### config.mk
export PLATFORM = sky130hd
export DESIGN_NAME = dsad_top
export DESIGN_NICKNAME = d
export VERILOG_FILES = /design/src/dsad_pkg.sv /design/src/dsad_top.sv /design/src/dsad_sync.sv
export SDC_FILE = /design/constraint.sdc
export NUM_CORES = 1
export LEC_CHECK = 0
export ABC_AREA = 1
export BUFFER_PORTS_ARGS = -buffer_cell sky130_fd_sc_hd__buf_2
export CAP_MARGIN = 5
export CORE_MARGIN = 3
export CORE_UTILIZATION = 53
export CTS_BUF_LIST = sky130_fd_sc_hd__clkbuf_2
export DETAILED_ROUTE_END_ITERATION = 16
export GPL_TIMING_DRIVEN = 0
export MAX_ROUTING_LAYER = met4
export PLACE_DENSITY = 0.79
export REMOVE_ABC_BUFFERS = 1
export SETUP_SLACK_MARGIN = 0.4
export SLEW_MARGIN = 20
export SYNTH_ARGS = -nofsm -noshare
export SYNTH_HDL_FRONTEND = slang
export SYNTH_SLANG_ARGS = --single-unit
### constraint.sdc
create_clock -name clk_sys -period 8.9 [get_ports clk_sys]
set_input_delay 0.89 -clock clk_sys [delete_from_list [all_inputs] [get_ports clk_sys]]
set_output_delay 0.89 -clock clk_sys [all_outputs]
set_load 0.01 [all_outputs]
### src/dsad_pkg.sv
package dsad_pkg;
  // ********************************
  // Address byte fields (bit 7 is the MSB)
  // ********************************
  localparam int ADDR_W = 8;
  localparam int SC_HI = 7;
  localparam int SC_LO2 = 6;
  localparam int SC_LO3 = 5;
  localparam int STR_HI = 4;
  localparam int STR_LO = 3;
  localparam int DRV_HI = 2;
  localparam int DRV_LO = 0;
  localparam int VOL_BIT = 5;
  localparam int LADDR_HI = 5;
  localparam logic [5:0] LADDR_MAX = 6'h3F;
  localparam int NUM_DRIVES = 8;
  localparam int NUM_UNITS = 4;

  // ********************************
  // Recording modes
  // ********************************
  localparam logic [1:0] MODE_NATIVE = 2'h0;
  localparam logic [1:0] MODE_ONE_VOL = 2'h1;
  localparam logic [1:0] MODE_TWO_VOL = 2'h2;

  // ********************************
  // Unit kinds in the string
  // ********************************
  localparam logic [1:0] UNIT_NONE = 2'h0;
  localparam logic [1:0] UNIT_PRIMARY = 2'h1;
  localparam logic [1:0] UNIT_DRIVE = 2'h2;
  localparam logic [1:0] UNIT_ALT = 2'h3;

  // ********************************
  // Seek field and limits
  // ********************************
  localparam int SEEK_W = 32;
  localparam int CYL_HI = 31;
  localparam int CYL_LO = 16;
  localparam int HEAD_HI = 15;
  localparam int HEAD_LO = 0;
  localparam logic [15:0] CYL_MAX_NATIVE = 16'h022F;
  localparam logic [15:0] HEAD_MAX_NATIVE = 16'h001D;
  localparam logic [15:0] CYL_MAX_ONE_VOL = 16'h032E;
  localparam logic [15:0] CYL_MAX_TWO_VOL = 16'h019A;
  localparam logic [15:0] HEAD_MAX_COMPAT = 16'h0012;
  localparam logic [15:0] CYL_OFFSET_VOL2 = 16'h0112;
  localparam logic [16:0] CONV_DIV = 17'h00003;
  localparam logic [15:0] FIXED_CYL_LO = 16'h0001;
  localparam logic [15:0] FIXED_CYL_HI_NATIVE = 16'h0002;
  localparam logic [15:0] FIXED_CYL_HI_COMPAT = 16'h0003;

  // ********************************
  // Power-up sampling
  // ********************************
  localparam logic [1:0] SYNC_SETTLE = 2'h2;

  typedef enum logic [0:0] {PU_WAIT, PU_RUN} dsad_pu_t;
endpackage : dsad_pkg

### src/dsad_top.sv
`timescale 1ns/100ps
`default_nettype none
module dsad_top (
  input wire logic clk_sys,
  input wire logic rst,
  input wire logic addr_valid,
  input wire logic [7:0] addr_byte,
  input wire logic [15:0] drive_mode,
  input wire logic [7:0] fixed_head_drive,
  input wire logic [7:0] unit_kind,
  input wire logic primary_adapter,
  input wire logic [7:0] protect_read_sw,
  input wire logic ctrl_alt_sw,
  input wire logic cmd_valid,
  input wire logic cmd_write,
  input wire logic cmd_seek,
  input wire logic [31:0] cylinder_head_seek_field,
  output logic dec_valid,
  output logic [2:0] sc_sel,
  output logic [1:0] string_sel,
  output logic [2:0] drive_sel,
  output logic vol_sel,
  output logic [5:0] logical_addr,
  output logic cfg_ok,
  output logic alt_online,
  output logic primary_drive_only,
  output logic cmd_done,
  output logic cmd_reject,
  output logic seek_ok,
  output logic seek_bad,
  output logic [15:0] phys_cylinder,
  output logic [15:0] head_number,
  output logic zero_seek
);
  // ********************************
  // State
  // ********************************
  typedef struct packed {
    logic dec_valid;
    logic [2:0] sc_sel;
    logic [1:0] string_sel;
    logic [2:0] drive_sel;
    logic vol_sel;
    logic [5:0] logical_addr;
    logic cfg_ok;
    logic alt_online;
    logic primary_drive_only;
    logic cmd_done;
    logic cmd_reject;
    logic seek_ok;
    logic seek_bad;
    logic [15:0] phys_cylinder;
    logic [15:0] head_number;
    logic zero_seek;
    dsad_pkg::dsad_pu_t pu;
    logic [1:0] settle;
    logic alt_sel;
  } dsad_state_t;

  dsad_state_t st_ff;
  dsad_state_t nxt_st;
  logic [8:0] sync_q;
  logic [7:0] protect_q;
  logic alt_sw_q;

  // ********************************
  // Pin synchronisers
  // ********************************
  dsad_sync #(.W(9)) u_sync (
    .clk_sys(clk_sys),
    .rst(rst),
    .async_in({ctrl_alt_sw, protect_read_sw}),
    .sync_out(sync_q)
  );
  assign protect_q = sync_q[7:0];
  assign alt_sw_q = sync_q[8];

  // ********************************
  // Next state
  // ********************************
  logic two_vol_any;
  logic alt_present;
  logic seen_none;
  logic cfg_good;
  logic [1:0] cur_mode;
  logic [15:0] cyl_in;
  logic [15:0] head_in;
  logic [15:0] cyl_max;
  logic [15:0] head_max;
  logic [15:0] conv_cyl;
  logic [15:0] fixed_hi;
  logic [16:0] dbl_cyl;

  always_comb begin
    two_vol_any = 1'b0;
    for (int i = 0; i < dsad_pkg::NUM_DRIVES; i++) begin
      if (drive_mode[2*i +: 2] == dsad_pkg::MODE_TWO_VOL) begin
        two_vol_any = 1'b1;
      end
    end

    // String composition check
    cfg_good = (unit_kind[1:0] == dsad_pkg::UNIT_PRIMARY);
    alt_present = 1'b0;
    seen_none = 1'b0;
    for (int u = 1; u < dsad_pkg::NUM_UNITS; u++) begin
      if (unit_kind[2*u +: 2] == dsad_pkg::UNIT_NONE) begin
        seen_none = 1'b1;
      end else begin
        if (seen_none || alt_present || unit_kind[2*u +: 2] == dsad_pkg::UNIT_PRIMARY) begin
          cfg_good = 1'b0;
        end
        if (unit_kind[2*u +: 2] == dsad_pkg::UNIT_ALT) begin
          alt_present = 1'b1;
        end
      end
    end
    if (alt_present && !primary_adapter) begin
      cfg_good = 1'b0;
    end

    nxt_st = st_ff;
    nxt_st.cfg_ok = cfg_good;
    nxt_st.cmd_done = 1'b0;
    nxt_st.cmd_reject = 1'b0;
    nxt_st.seek_ok = 1'b0;
    nxt_st.seek_bad = 1'b0;

    // Address byte decode
    nxt_st.dec_valid = addr_valid;
    if (addr_valid) begin
      if (two_vol_any) begin
        nxt_st.sc_sel = {1'b0, addr_byte[dsad_pkg::SC_HI], addr_byte[dsad_pkg::SC_LO2]};
        nxt_st.vol_sel = addr_byte[dsad_pkg::VOL_BIT];
      end else begin
        nxt_st.sc_sel = addr_byte[dsad_pkg::SC_HI:dsad_pkg::SC_LO3];
        nxt_st.vol_sel = 1'b0;
      end
      nxt_st.string_sel = addr_byte[dsad_pkg::STR_HI:dsad_pkg::STR_LO];
      nxt_st.drive_sel = addr_byte[dsad_pkg::DRV_HI:dsad_pkg::DRV_LO];
      nxt_st.logical_addr = addr_byte[dsad_pkg::LADDR_HI:0] & dsad_pkg::LADDR_MAX;
    end

    // Controller selection, frozen after power-up sampling
    case (st_ff.pu)
      dsad_pkg::PU_WAIT: begin
        nxt_st.settle = st_ff.settle + 2'h1;
        if (st_ff.settle == dsad_pkg::SYNC_SETTLE) begin
          nxt_st.alt_sel = alt_sw_q;
          nxt_st.pu = dsad_pkg::PU_RUN;
        end
      end
      dsad_pkg::PU_RUN: begin
        nxt_st.pu = dsad_pkg::PU_RUN;
      end
      default: begin
        nxt_st.pu = dsad_pkg::PU_WAIT;
      end
    endcase
    nxt_st.alt_online = alt_present && st_ff.alt_sel;
    nxt_st.primary_drive_only = alt_present && st_ff.alt_sel;

    // Command and seek checks against the addressed drive
    cur_mode = drive_mode[2*st_ff.drive_sel +: 2];
    cyl_in = cylinder_head_seek_field[dsad_pkg::CYL_HI:dsad_pkg::CYL_LO];
    head_in = cylinder_head_seek_field[dsad_pkg::HEAD_HI:dsad_pkg::HEAD_LO];
    dbl_cyl = {cyl_in, 1'b0};
    conv_cyl = 16'(dbl_cyl / dsad_pkg::CONV_DIV);
    case (cur_mode)
      dsad_pkg::MODE_NATIVE: begin
        cyl_max = dsad_pkg::CYL_MAX_NATIVE;
        head_max = dsad_pkg::HEAD_MAX_NATIVE;
        fixed_hi = dsad_pkg::FIXED_CYL_HI_NATIVE;
      end
      dsad_pkg::MODE_ONE_VOL: begin
        cyl_max = dsad_pkg::CYL_MAX_ONE_VOL;
        head_max = dsad_pkg::HEAD_MAX_COMPAT;
        fixed_hi = dsad_pkg::FIXED_CYL_HI_COMPAT;
      end
      default: begin
        cyl_max = dsad_pkg::CYL_MAX_TWO_VOL;
        head_max = dsad_pkg::HEAD_MAX_COMPAT;
        fixed_hi = dsad_pkg::FIXED_CYL_HI_COMPAT;
      end
    endcase

    if (cmd_valid) begin
      if (cmd_write && protect_q[st_ff.drive_sel]) begin
        nxt_st.cmd_reject = 1'b1;
      end else if (cmd_seek) begin
        if (cyl_in <= cyl_max && head_in <= head_max) begin
          nxt_st.seek_ok = 1'b1;
          nxt_st.cmd_done = 1'b1;
          nxt_st.head_number = head_in;
          if (cur_mode == dsad_pkg::MODE_NATIVE) begin
            nxt_st.phys_cylinder = cyl_in;
          end else if (cur_mode == dsad_pkg::MODE_TWO_VOL && st_ff.vol_sel) begin
            nxt_st.phys_cylinder = 16'(conv_cyl + dsad_pkg::CYL_OFFSET_VOL2);
          end else begin
            nxt_st.phys_cylinder = conv_cyl;
          end
          nxt_st.zero_seek = fixed_head_drive[st_ff.drive_sel]
            && cyl_in >= dsad_pkg::FIXED_CYL_LO && cyl_in <= fixed_hi
            && !(cur_mode == dsad_pkg::MODE_TWO_VOL && st_ff.vol_sel);
        end else begin
          nxt_st.seek_bad = 1'b1;
          nxt_st.cmd_reject = 1'b1;
        end
      end else begin
        nxt_st.cmd_done = 1'b1;
      end
    end
  end

  always_ff @(posedge clk_sys) begin
    if (rst) begin
      st_ff <= '0;
    end else begin
      st_ff <= nxt_st;
    end
  end

  // ********************************
  // Outputs
  // ********************************
  assign dec_valid = st_ff.dec_valid;
  assign sc_sel = st_ff.sc_sel;
  assign string_sel = st_ff.string_sel;
  assign drive_sel = st_ff.drive_sel;
  assign vol_sel = st_ff.vol_sel;
  assign logical_addr = st_ff.logical_addr;
  assign cfg_ok = st_ff.cfg_ok;
  assign alt_online = st_ff.alt_online;
  assign primary_drive_only = st_ff.primary_drive_only;
  assign cmd_done = st_ff.cmd_done;
  assign cmd_reject = st_ff.cmd_reject;
  assign seek_ok = st_ff.seek_ok;
  assign seek_bad = st_ff.seek_bad;
  assign phys_cylinder = st_ff.phys_cylinder;
  assign head_number = st_ff.head_number;
  assign zero_seek = st_ff.zero_seek;

  // ********************************
  // Checks
  // ********************************
  sc_two_vol_a: assert property (@(posedge clk_sys) disable iff (rst)
    addr_valid && two_vol_any |=> sc_sel == {1'b0, $past(addr_byte[7:6])})
    else $error("storage control select wrong in two-volume string");
  sc_native_a: assert property (@(posedge clk_sys) disable iff (rst)
    addr_valid && !two_vol_any |=> sc_sel == $past(addr_byte[7:5]) && !vol_sel)
    else $error("storage control select wrong without two-volume drive");
  str_drv_sel_a: assert property (@(posedge clk_sys) disable iff (rst)
    addr_valid |=> string_sel == $past(addr_byte[4:3]) && drive_sel == $past(addr_byte[2:0]))
    else $error("string or drive select wrong");
  vol_select_a: assert property (@(posedge clk_sys) disable iff (rst)
    addr_valid && two_vol_any |=> vol_sel == $past(addr_byte[5]))
    else $error("volume select wrong");
  write_protect_a: assert property (@(posedge clk_sys) disable iff (rst)
    cmd_valid && cmd_write && protect_q[drive_sel] |=> cmd_reject && !cmd_done)
    else $error("write executed on protected drive");
  rw_accept_a: assert property (@(posedge clk_sys) disable iff (rst)
    cmd_valid && !cmd_seek && !(cmd_write && protect_q[drive_sel]) |=> cmd_done)
    else $error("command refused on writable drive");
  ctrl_frozen_a: assert property (@(posedge clk_sys) disable iff (rst)
    st_ff.pu == dsad_pkg::PU_RUN |=> $stable(st_ff.alt_sel))
    else $error("controller selection changed while running");
  native_limit_a: assert property (@(posedge clk_sys) disable iff (rst)
    cmd_valid && cmd_seek && cur_mode == dsad_pkg::MODE_NATIVE
    && !(cmd_write && protect_q[drive_sel]) && head_in > dsad_pkg::HEAD_MAX_NATIVE
    |=> seek_bad && cmd_reject && !seek_ok)
    else $error("native head limit not enforced");
  vol2_offset_a: assert property (@(posedge clk_sys) disable iff (rst)
    seek_ok && $past(cur_mode) == dsad_pkg::MODE_TWO_VOL && $past(vol_sel)
    |-> phys_cylinder >= dsad_pkg::CYL_OFFSET_VOL2)
    else $error("second volume offset missing");
  zero_vol2_a: assert property (@(posedge clk_sys) disable iff (rst)
    zero_seek && $past(cur_mode) == dsad_pkg::MODE_TWO_VOL |-> !$past(vol_sel))
    else $error("zero-seek region reached through second volume");
endmodule : dsad_top
`default_nettype wire

### src/dsad_sync.sv
`timescale 1ns/100ps
`default_nettype none
module dsad_sync #(
  parameter int W = 1
) (
  input wire logic clk_sys,
  input wire logic rst,
  input wire logic [W-1:0] async_in,
  output logic [W-1:0] sync_out
);
  typedef struct packed {
    logic [W-1:0] s1;
    logic [W-1:0] s2;
  } dsad_sync_t;

  dsad_sync_t st_ff;
  dsad_sync_t nxt_st;

  always_comb begin
    nxt_st.s1 = async_in;
    nxt_st.s2 = st_ff.s1;
  end

  always_ff @(posedge clk_sys) begin
    if (rst) begin
      st_ff <= '0;
    end else begin
      st_ff <= nxt_st;
    end
  end

  assign sync_out = st_ff.s2;
endmodule : dsad_sync
`default_nettype wire

==> results of run 1 <==
[layer usage]
metal	up-vias	part of all wire (%)	GRT usage (%)	wire, um
met2	542	48	49.8	13000
met5	-	0	-	0
met3	137	7.9	4.41	2150
met4	0	5.1	11.2	1390
li1	4842	-	-	-
met1	4507	39	34.9	10700
[placed cells by master (no fill, tap or decap), drive strengths merged, types with 9 or more instances in the layout]
cell type | Yosys | routed
nand2 | 430 | 430
buf | 59 | 257
inv | 224 | 224
nand3 | 163 | 168
nor2 | 149 | 149
dfxtp | 72 | 72
a21oi | 61 | 61
nand4 | 60 | 60
o21ai | 55 | 55
ha | 19 | 19
clkbuf | 17 | 10
o211ai | 9 | 9
clkinv | 6 | 9
[what timing repair did]
item | 4_1_cts | 5_1_grt
cloned | 5 | 0
setup endpoints to repair | 16 | 16
resized for setup | 175 | 133
buffers inserted | 71 | 43
pin swaps | 72 | 110
[state kept, by name (all words and copies together), names as in the netlist, 2 cells and up]
register and cells:
drive_sel 2, u_sync.nxt_st 9, phys_cylinder 16, logical_addr 3, head_number 16, sc_sel 3
st_ff 4, u_sync.sync_out 9
[worst max-delay path: cells and delay by family]
family	cells	cell delay, ps
fa+ha+maj	1	190
compound gates	7	1250
buf+inv	9	1160
simple gates	49	6370
[logic make-up after synthesis]
kind of cell	count (synthesis)
simple gates	822
flops	72
xor+xnor	7
compound gates	157
buf+inv	307
fa+ha+maj	19
[final timing paths]
kind,from,to,slack (ps),cells past startpoint
worst max-delay path,cylinder_head_seek_field[26],phys_cylinder[15],-550,66
worst max register to register,drive_sel[0],phys_cylinder[12],2320,19
worst min-delay path,u_sync.nxt_st[6],u_sync.sync_out[6],410,2
worst min register to register,u_sync.nxt_st[6],u_sync.sync_out[6],410,2
[cell type report]
class	instances	area, um2
multi-input cells	1010	6370
fillers	1080	3930
repair buffers	257	1710
flip-flops and latches	72	1440
inverters	230	888
well taps	184	230
clock inverters	5	82.6
clock buffers	10	50.0
diodes	1	2.50
[power by group]
part	total, mW	leakage, nW	internal [mW]	switching, mW
Clock	0.211	0.0820	0.0934	0.118
Combinational	2.61	5.07	0.958	1.65
Sequential	0.344	0.588	0.335	0.00837
Total	3.16	5.74	1.39	1.78
[metrics by stage]
stage          instance area, um2  setup slack [ps]  power (mW)  instances  setup TNS [ps]
3_5_place_dp                 8480             -2170        2.12       1634          -28930
3_3_place_gp                 8480             -2020        2.09       1634          -26520
5_1_grt                     10800             -1070        3.43       1768          -13580
6_report                    10800              -551        3.16       1769           -5630
2_1_floorplan                7530             -28.1        1.79       1307           -84.2
4_1_cts                      9900               151        2.78       1725               0
==> results.cfg, run 1 <==
[status]
status = finished, violations left
violations = negative setup slack

[final_layout]
nNetsFinal = 1687
drive_above_1_share_pct = 35.2
final_util_pct = 73.3
area_growth_syn_to_layout_pct = 33.5

[yosys]
synth-compound-area-share_pct = 11.5
synth_cells = 1384
synthFlopType = dfxtp_1
ys_top_cells_by_area = nand2_1 (18%), dfxtp_1 (18%), inv_1 (9.3%)
seq_area_frac_synth_pct = 17.9
syn_area_per_cell_um2 = 5.83
async_flop_share_pct = 0
synth_top_area_cell = nand2_1
synth-edff-count = 0
synth.distinct_cells = 55
ys_ff_latch = 72
syn-cell-area_um2 = 8070
synth_mux_area_share_pct = 0
yosys.area_share.simple_pct = 49.6
synth.most_common_cell = nand2_1
synthXorXnorAreaFrac_pct = 0.760
synth_top_family_by_area = simple AND/OR/NAND/NOR gates
yosys.area_share.adder_pct = 2.95
ys_warn_count = 0
synth_top_area_share_pct = 18.2
netlist_top_cells_count = nand2_1 (391), inv_1 (200), nand3_1 (132), nor2_1 (119), dfxtp_1 (72)

[die]
die_h_um = 129
start_util_pct = 54.9
die_w_um = 129
row_count = 44
io_pins = 144
die_area_um2 = 16700
fp.coreArea_um2 = 14700

[routing]
drcViolationCount = 0
vias = 10000
dr.pass1.iters = 8
ant_nets = 0
wl_per_cell_um = 15.4
avgViaCountPerCell = 5.67
drt_iter0_markers = 760
drt-total-wl_um = 27200

[grt]
grt_remaining_overflow = 0
grtUsageTotal_pct = 29.3
grt_antenna_before_repair = 0
grt_max_degree = 42
grt_pass1_vias = 8817
grt_pass1_wl_um = 39800

[placed_design]
routabilityCongestion = 0.917
dpl.hpwl_um = 17300
portBuffers = 143

[setup_path]
arrival_ps = 9920
path_class = input pin to flop
cp.required_ps = 9370
critPathMaxStageDelay_ps = 260
end_kind = flop
crit_path_start_kind = input pin
cp_max_fo = 7
critical_path.most_common_cell = nand3_4
crit_slowest_cell = nor2_4

[sta]
setup_viol = 16
finalHoldViolCount = 0
setup_ws_ps = -551
relSlewSlack_pct = 32.3
drv_slew = 0
finalWorstPathRequiredPeriod_ps = 9450
whs_ps = 405
rsz0062_at_grt = true
tightest_slew_ps = 1010
skew_ps = 30.9
timing.fmax_mhz = 106
finalCritPeriodShare_pct = 106

[clock_network]
clockBufferDepth = 2
cts_tree = yes
cts_buffers = 9
clkSinkCount = 72
root_buffer = clkbuf_2
clk_pin_slew_ps = 220
cts_max_level = 3
insertion_delay_ps = 510
cts_hold_buffers = 0

[pwr]
leakagePower_nw = 5.74
p_per_area_nw_per_um2 = 294
peakVddDrop_v = 0.000158

[run]
drv_cap = 0

[hold_path]
hold_path_class = flop to flop
Note: power is estimated with default switching activity, not from simulation.
==> inputs of run 2 (changes only) <==
- SYNTH_HIERARCHICAL: not set -> 1
==> run 2 against run 1 <==
  * Maximum frequency down 2.6%
  * The flow still finishes with violations (negative setup slack)
  * Sequential share of layout area down 0.096 points
  * Non-clock buffer count up 1
  * Critical path type unchanged
  * Synthesized cell count down 1.2%
  * Via count up 2.4%
  * Power up 14%
==> results.cfg, run 2 <==
[status]
status = finished, violations left
violations = negative setup slack

[die]
io_pins = 144
die_w_um = 129
fp.coreArea_um2 = 14700
row_count = 44
die_h_um = 129
start_util_pct = 54.9
die_area_um2 = 16800

[yosys]
syn-cell-area_um2 = 8080
ys_warn_count = 6
synth_top_area_cell = dfxtp_1
netlist_top_cells_count = nand2_1 (364), inv_1 (191), nand3_1 (143), nor2_1 (130), dfxtp_1 (72)
synth_cells = 1367
async_flop_share_pct = 0
synth_top_area_share_pct = 17.8
synth-edff-count = 0
ys_top_cells_by_area = dfxtp_1 (18%), nand2_1 (17%), inv_1 (8.9%)
synth.most_common_cell = nand2_1
seq_area_frac_synth_pct = 17.8
syn_area_per_cell_um2 = 5.91
synth.distinct_cells = 58
synthFlopType = dfxtp_1
ys_ff_latch = 72

[final_layout]
fin_area_um2 = 10800
nNetsFinal = 1673
area_growth_syn_to_layout_pct = 34.3
final_common_cell = nand2_1
multi_input_area_um2 = 6530
drive_above_1_share_pct = 37.4
regArea_um2 = 1440
n_fill_cell = 1044
layout_common_cells = nand2_1 (285), inv_1 (181), buf_2 (129)

[sta]
relSlewSlack_pct = 38.5
rsz0062_at_grt = true
setup_ws_ps = -807
timing.fmax_mhz = 103
skew_ps = 34.1
whs_ps = 402
drv_slew = 0
finalHoldViolCount = 0
finalWorstPathRequiredPeriod_ps = 9710
setup_viol = 16
finalCritPeriodShare_pct = 109
tightest_slew_ps = 922

[placed_design]
dpl.hpwl_um = 17200
routabilityCongestion = 0.916
placed_cell_area_um2 = 8470
portBuffers = 143

[grt]
grt_pass1_vias = 9041
grt_antenna_before_repair = 1
grt_max_degree = 44
grt_pass1_wl_um = 41100
grt_remaining_overflow = 0
grtUsageTotal_pct = 30.4

[routing]
drt_iter0_markers = 1021
dr.pass1.iters = 8
vias = 10300
drt-total-wl_um = 28700
drcViolationCount = 0
wl_per_cell_um = 16.4
ant_nets = 0
avgViaCountPerCell = 5.85

[pwr]
leakagePower_nw = 5.66
peakVddDrop_v = 0.000158
p_per_area_nw_per_um2 = 332

[setup_path]
cp.required_ps = 9270
crit_path_start_kind = input pin
startpoint = cylinder_head_seek_field[18]
crit_slowest_cell = or4_4
arrival_ps = 10080
critPathMaxStageDelay_ps = 440
path_class = input pin to flop
end_kind = flop
cp_max_fo = 6
rr_startpoint = drive_sel[0]

[clock_network]
clkSinkCount = 72
cts_hold_buffers = 0
clk_pin_slew_ps = 210
insertion_delay_ps = 520
root_buffer = clkbuf_2
cts_max_level = 3
cts_buffers = 9
clockBufferDepth = 2
cts_tree = yes

[hold_path]
hold_path_class = flop to flop
min_from = u_sync/nxt_st[5]

[run]
drv_cap = 0
-- run 2: area by class of cell --
| class | count | area share, % |
|---|---|---|
| antenna | 1 | 0.0231 |
| clock buffer | 10 | 0.461 |
| clock inverter | 6 | 0.392 |
| inverter | 217 | 7.67 |
| multi-input combinational | 1008 | 60.2 |
| sequential | 72 | 13.3 |
| tap | 184 | 2.12 |
| timing repair buffer | 258 | 15.8 |
-- run 2: power breakdown --
part	switching [mW]	total, mW	internal [mW]
Sequential	0.00809	0.343	0.335
Clock	0.124	0.163	0.0388
Combinational	2.02	3.10	1.08
-- run 2: critical path: cells and delay by family --
family	cells	cell delay, ps
AOI/OAI and AO/OA	9	1070
adders and majority gates	1	160
and+or+nand+nor	50	6820
buffers and inverters	10	1100
-- run 2: timing repair --
| item | 4_1_cts | 5_1_grt |
|---|---|---|
| setup buffers | 77 | 38 |
| cloned | 6 | 0 |
| gates resized for setup | 201 | 139 |
| pin swaps | 84 | 98 |
| setup endpoints to repair | 16 | 16 |
-- run 2: final timing paths --
| check | end | slack, ps | cells after the start |
|---|---|---|---|
| worst min register to register | u_sync/sync_out[5] | 400 | 2 |
| worst min-delay path | u_sync/sync_out[5] | 400 | 2 |
| worst max-delay path | phys_cylinder[13] | -810 | 70 |
| worst max register to register | phys_cylinder[12] | 2180 | 16 |
-- run 2: per-layer routing --
metal,GRT usage (%),vias to the layer above,share of wire [%]
met3,4.70,178,7.7
li1,-,4807,-
met5,-,-,0
met2,52.6,601,49
met4,10.7,0,5.4
met1,35.8,4683,38
-- run 2: metrics by stage --
stage | utilization, % | setup slack [ps] | total power, mW | std cells | setup TNS [ps]
floorplan | - | -402 | 2.01 | 1291 | -2210
global placement | 57.6 | -2350 | 2.36 | 1618 | -30710
detailed placement | 57.6 | -2520 | 2.39 | 1618 | -33930
CTS | 68.4 | 76.9 | 3.16 | 1717 | 0
global route | 73.8 | -1230 | 3.89 | 1756 | -17280
finish | 73.8 | -807 | 3.61 | 1756 | -10950
-- run 2: logic make-up (layout without fill, tap and decap cells) --
family,Yosys count,count (layout),synth area share [%]
and+or+nand+nor,808,814,49.2
DFF,72,72,17.8
AOI/OAI and AO/OA,164,164,11.9
other,0,1,0
adders and majority gates,19,19,2.94
xor gates and xnor gates,11,11,1.19
buffers and inverters,293,491,16.9
==> inputs of run 3 (changes only) <==
- ABC_AREA: 1 -> not set
- CORE_UTILIZATION: 53 -> 54
- PLACE_DENSITY: 0.79 -> 0.81
==> run 3 against run 2 <==
  * The run still ends with negative setup slack left
  * Die area shrank 0.69%
  * Combinational power shrank 45%
  * Non-clock buffer count grew 47
  * Worst hold slack gained 49 ps
  * First-iteration DRC count grew 100%
  * Clock power grew 35%
  * Via count grew 4.5%
==> results.cfg, run 3 <==
[sta]
rsz0062_at_grt = true
setup_viol = 16
relSlewSlack_pct = 31.4
finalHoldViolCount = 0
finalWorstPathRequiredPeriod_ps = 9870
tightest_slew_ps = 1030
finalCritPeriodShare_pct = 111
setup_ws_ps = -974
timing.fmax_mhz = 101
skew_ps = 27.7
drv_slew = 0

[clock_network]
cts_tree = yes
clk_pin_slew_ps = 220
cts_max_level = 3
cts_buffers = 9
cts_hold_buffers = 0
clockBufferDepth = 2
root_buffer = clkbuf_2
insertion_delay_ps = 530
clkSinkCount = 72

[routing]
drt-total-wl_um = 33400
drt_iter0_markers = 2071
ant_nets = 0
avgViaCountPerCell = 7.20
m1WireLength_um = 11800
wl_per_cell_um = 22.4
dr.max_layer_used = met4
dr.pass1.iters = 7
drcViolationCount = 0
met2WireLength_um = 15000
vias = 10700
dr_wl_met3_um = 4300

[setup_path]
arrival_ps = 10360
cp.required_ps = 9380
critPathMaxStageDelay_ps = 580
critical_path.most_common_cell = buf_4
crit_slowest_cell = or4_1
path_class = input pin to flop
rr_startpoint = drive_sel[0]
startpoint = cylinder_head_seek_field[22]
end_kind = flop
cp_max_fo = 13
crit_path_start_kind = input pin

[die]
die_h_um = 129
die_w_um = 129
die_area_um2 = 16600
fp.coreArea_um2 = 14600
io_pins = 144
start_util_pct = 55.8
row_count = 44

[placed_design]
routabilityCongestion = 0.969
dp_slack_ps = -3530
dpl.hpwl_um = 18400
portBuffers = 143

[final_layout]
n_fill_cell = 954
drive_above_1_share_pct = 39.3
nNetsFinal = 1408
final_util_pct = 75.7
final_common_cell = buf_4
area_growth_syn_to_layout_pct = 35.8
layout_common_cells = buf_4 (152), buf_2 (133), nor2_1 (93)

[pwr]
p_int_mw = 1.12
p_total_mw = 2.26
p_sw_share_pct = 50.3
peakVddDrop_v = 0.000126
power.share.clock_pct = 9.8
p_per_area_nw_per_um2 = 203
leakagePower_nw = 4.58
p_seq_share_pct = 15.4
power_frac_comb_pct = 74.9
p_sw_mw = 1.13

[yosys]
synth.most_common_cell = nor2_1
synthFlopType = dfxtp_1
synth-edff-count = 0
ys_ff_latch = 72
syn-cell-area_um2 = 8170
ys_warn_count = 6
synth_cells = 1086
async_flop_share_pct = 0
syn_area_per_cell_um2 = 7.52
synth_top_area_share_pct = 17.6
seq_area_frac_synth_pct = 17.6
netlist_top_cells_count = nor2_1 (100), nand2_1 (84), dfxtp_1 (72), a21oi_1 (62), buf_4 (54)
ys_top_cells_by_area = dfxtp_1 (18%), buf_4 (5.0%), nor2_1 (4.6%)
synth.distinct_cells = 111
synth_top_area_cell = dfxtp_1

[status]
status = finished, violations left
violations = negative setup slack

[grt]
grt_pass1_wl_um = 46500
grt_antenna_before_repair = 0
grt_max_degree = 58
grtUsageTotal_pct = 34.8
grt_remaining_overflow = 0
grt_pass1_vias = 9291

[hold_path]
hold_path_class = flop to flop
min_from = u_sync/nxt_st[8]

[run]
drv_cap = 0
==> run 3: cell count changes after synthesis, sizes merged, moves of 23 or more <==
cell    delta
nor2b     +24
nand2b    +23
nor3      +25
nand3    -143
nand2    -316
nor2      -55
xnor2     +27
nand4     -35
mux2i     +26
inv      -184
==> run 3: layout make-up <==
type | count | area (um2) | area share (%)
Multi-Input combinational cell | 881 | 7040 | 63.5
Timing Repair Buffer | 305 | 2110 | 19.0
Sequential cell | 72 | 1440 | 13.0
Tap cell | 184 | 230 | 2.08
Inverter | 32 | 125 | 1.13
Clock inverter | 6 | 91.3 | 0.824
Clock buffer | 10 | 50.0 | 0.451
Antenna cell | 1 | 2.50 | 0.0226
==> run 3: power groups by stage <==
stage               clock network [mW]  registers (mW)  logic, mW
floorplan                            0           0.353      0.797
global placement                     0           0.353       1.02
global route                     0.238           0.349       1.75
detailed placement                   0           0.353       1.03
finish                           0.220           0.347       1.69
CTS                              0.223           0.347       1.33
==> run 3: worst max-delay path, delay by kind of cell <==
family	cells	cell delay (ps)
AND/OR/NAND/NOR	13	4170
buffers and inverters	7	1190
XOR/XNOR	1	150
AO/OA/AOI/OAI	18	3700
adder cells (fa/ha/maj)	1	220
==> run 3: layer usage <==
metal,vias to the layer above,global-route usage (%)
met5,-,-
met4,0,14.5
met3,321,5.56
met2,1070,56.4
met1,4814,43.0
li1,4525,-
==> run 3: final timing paths <==
path	cells after the start	slack [ps]	to
setup / recovery	40	-970	phys_cylinder[15]
hold / removal	1	450	u_sync/sync_out[8]
setup reg to reg	18	2270	phys_cylinder[0]
hold reg to reg	1	450	u_sync/sync_out[8]
==> run 3: per-stage QoR <==
step	cell area [um2]	TNS, ps	instances	hold WS, ps
final	11100	-12430	1491	451
after global placement	8480	-47380	1308	414
after CTS	10200	-2500	1422	446
after global routing	11100	-16130	1490	466
after floorplan	7540	-10990	981	411
after detailed placement	8480	-47580	1308	420
==> run 3: kinds of logic after synthesis <==
kind of cell	after synthesis	synth area share, %
and+or+nand+nor	432	28.6
AOI/OAI and AO/OA	352	31.8
buffers and inverters	137	9.19
DFF	72	17.6
muxes	38	5.94
xor gates and xnor gates	36	3.95
adders and majority gates	19	2.91
==> run 3: repair_timing <==
action | 4_1_cts | 5_1_grt
setup endpoints to repair | 16 | 16
gates resized for setup | 163 | 65
gates cloned | 4 | 1
buffers inserted | 94 | 67
pin swaps | 76 | 53
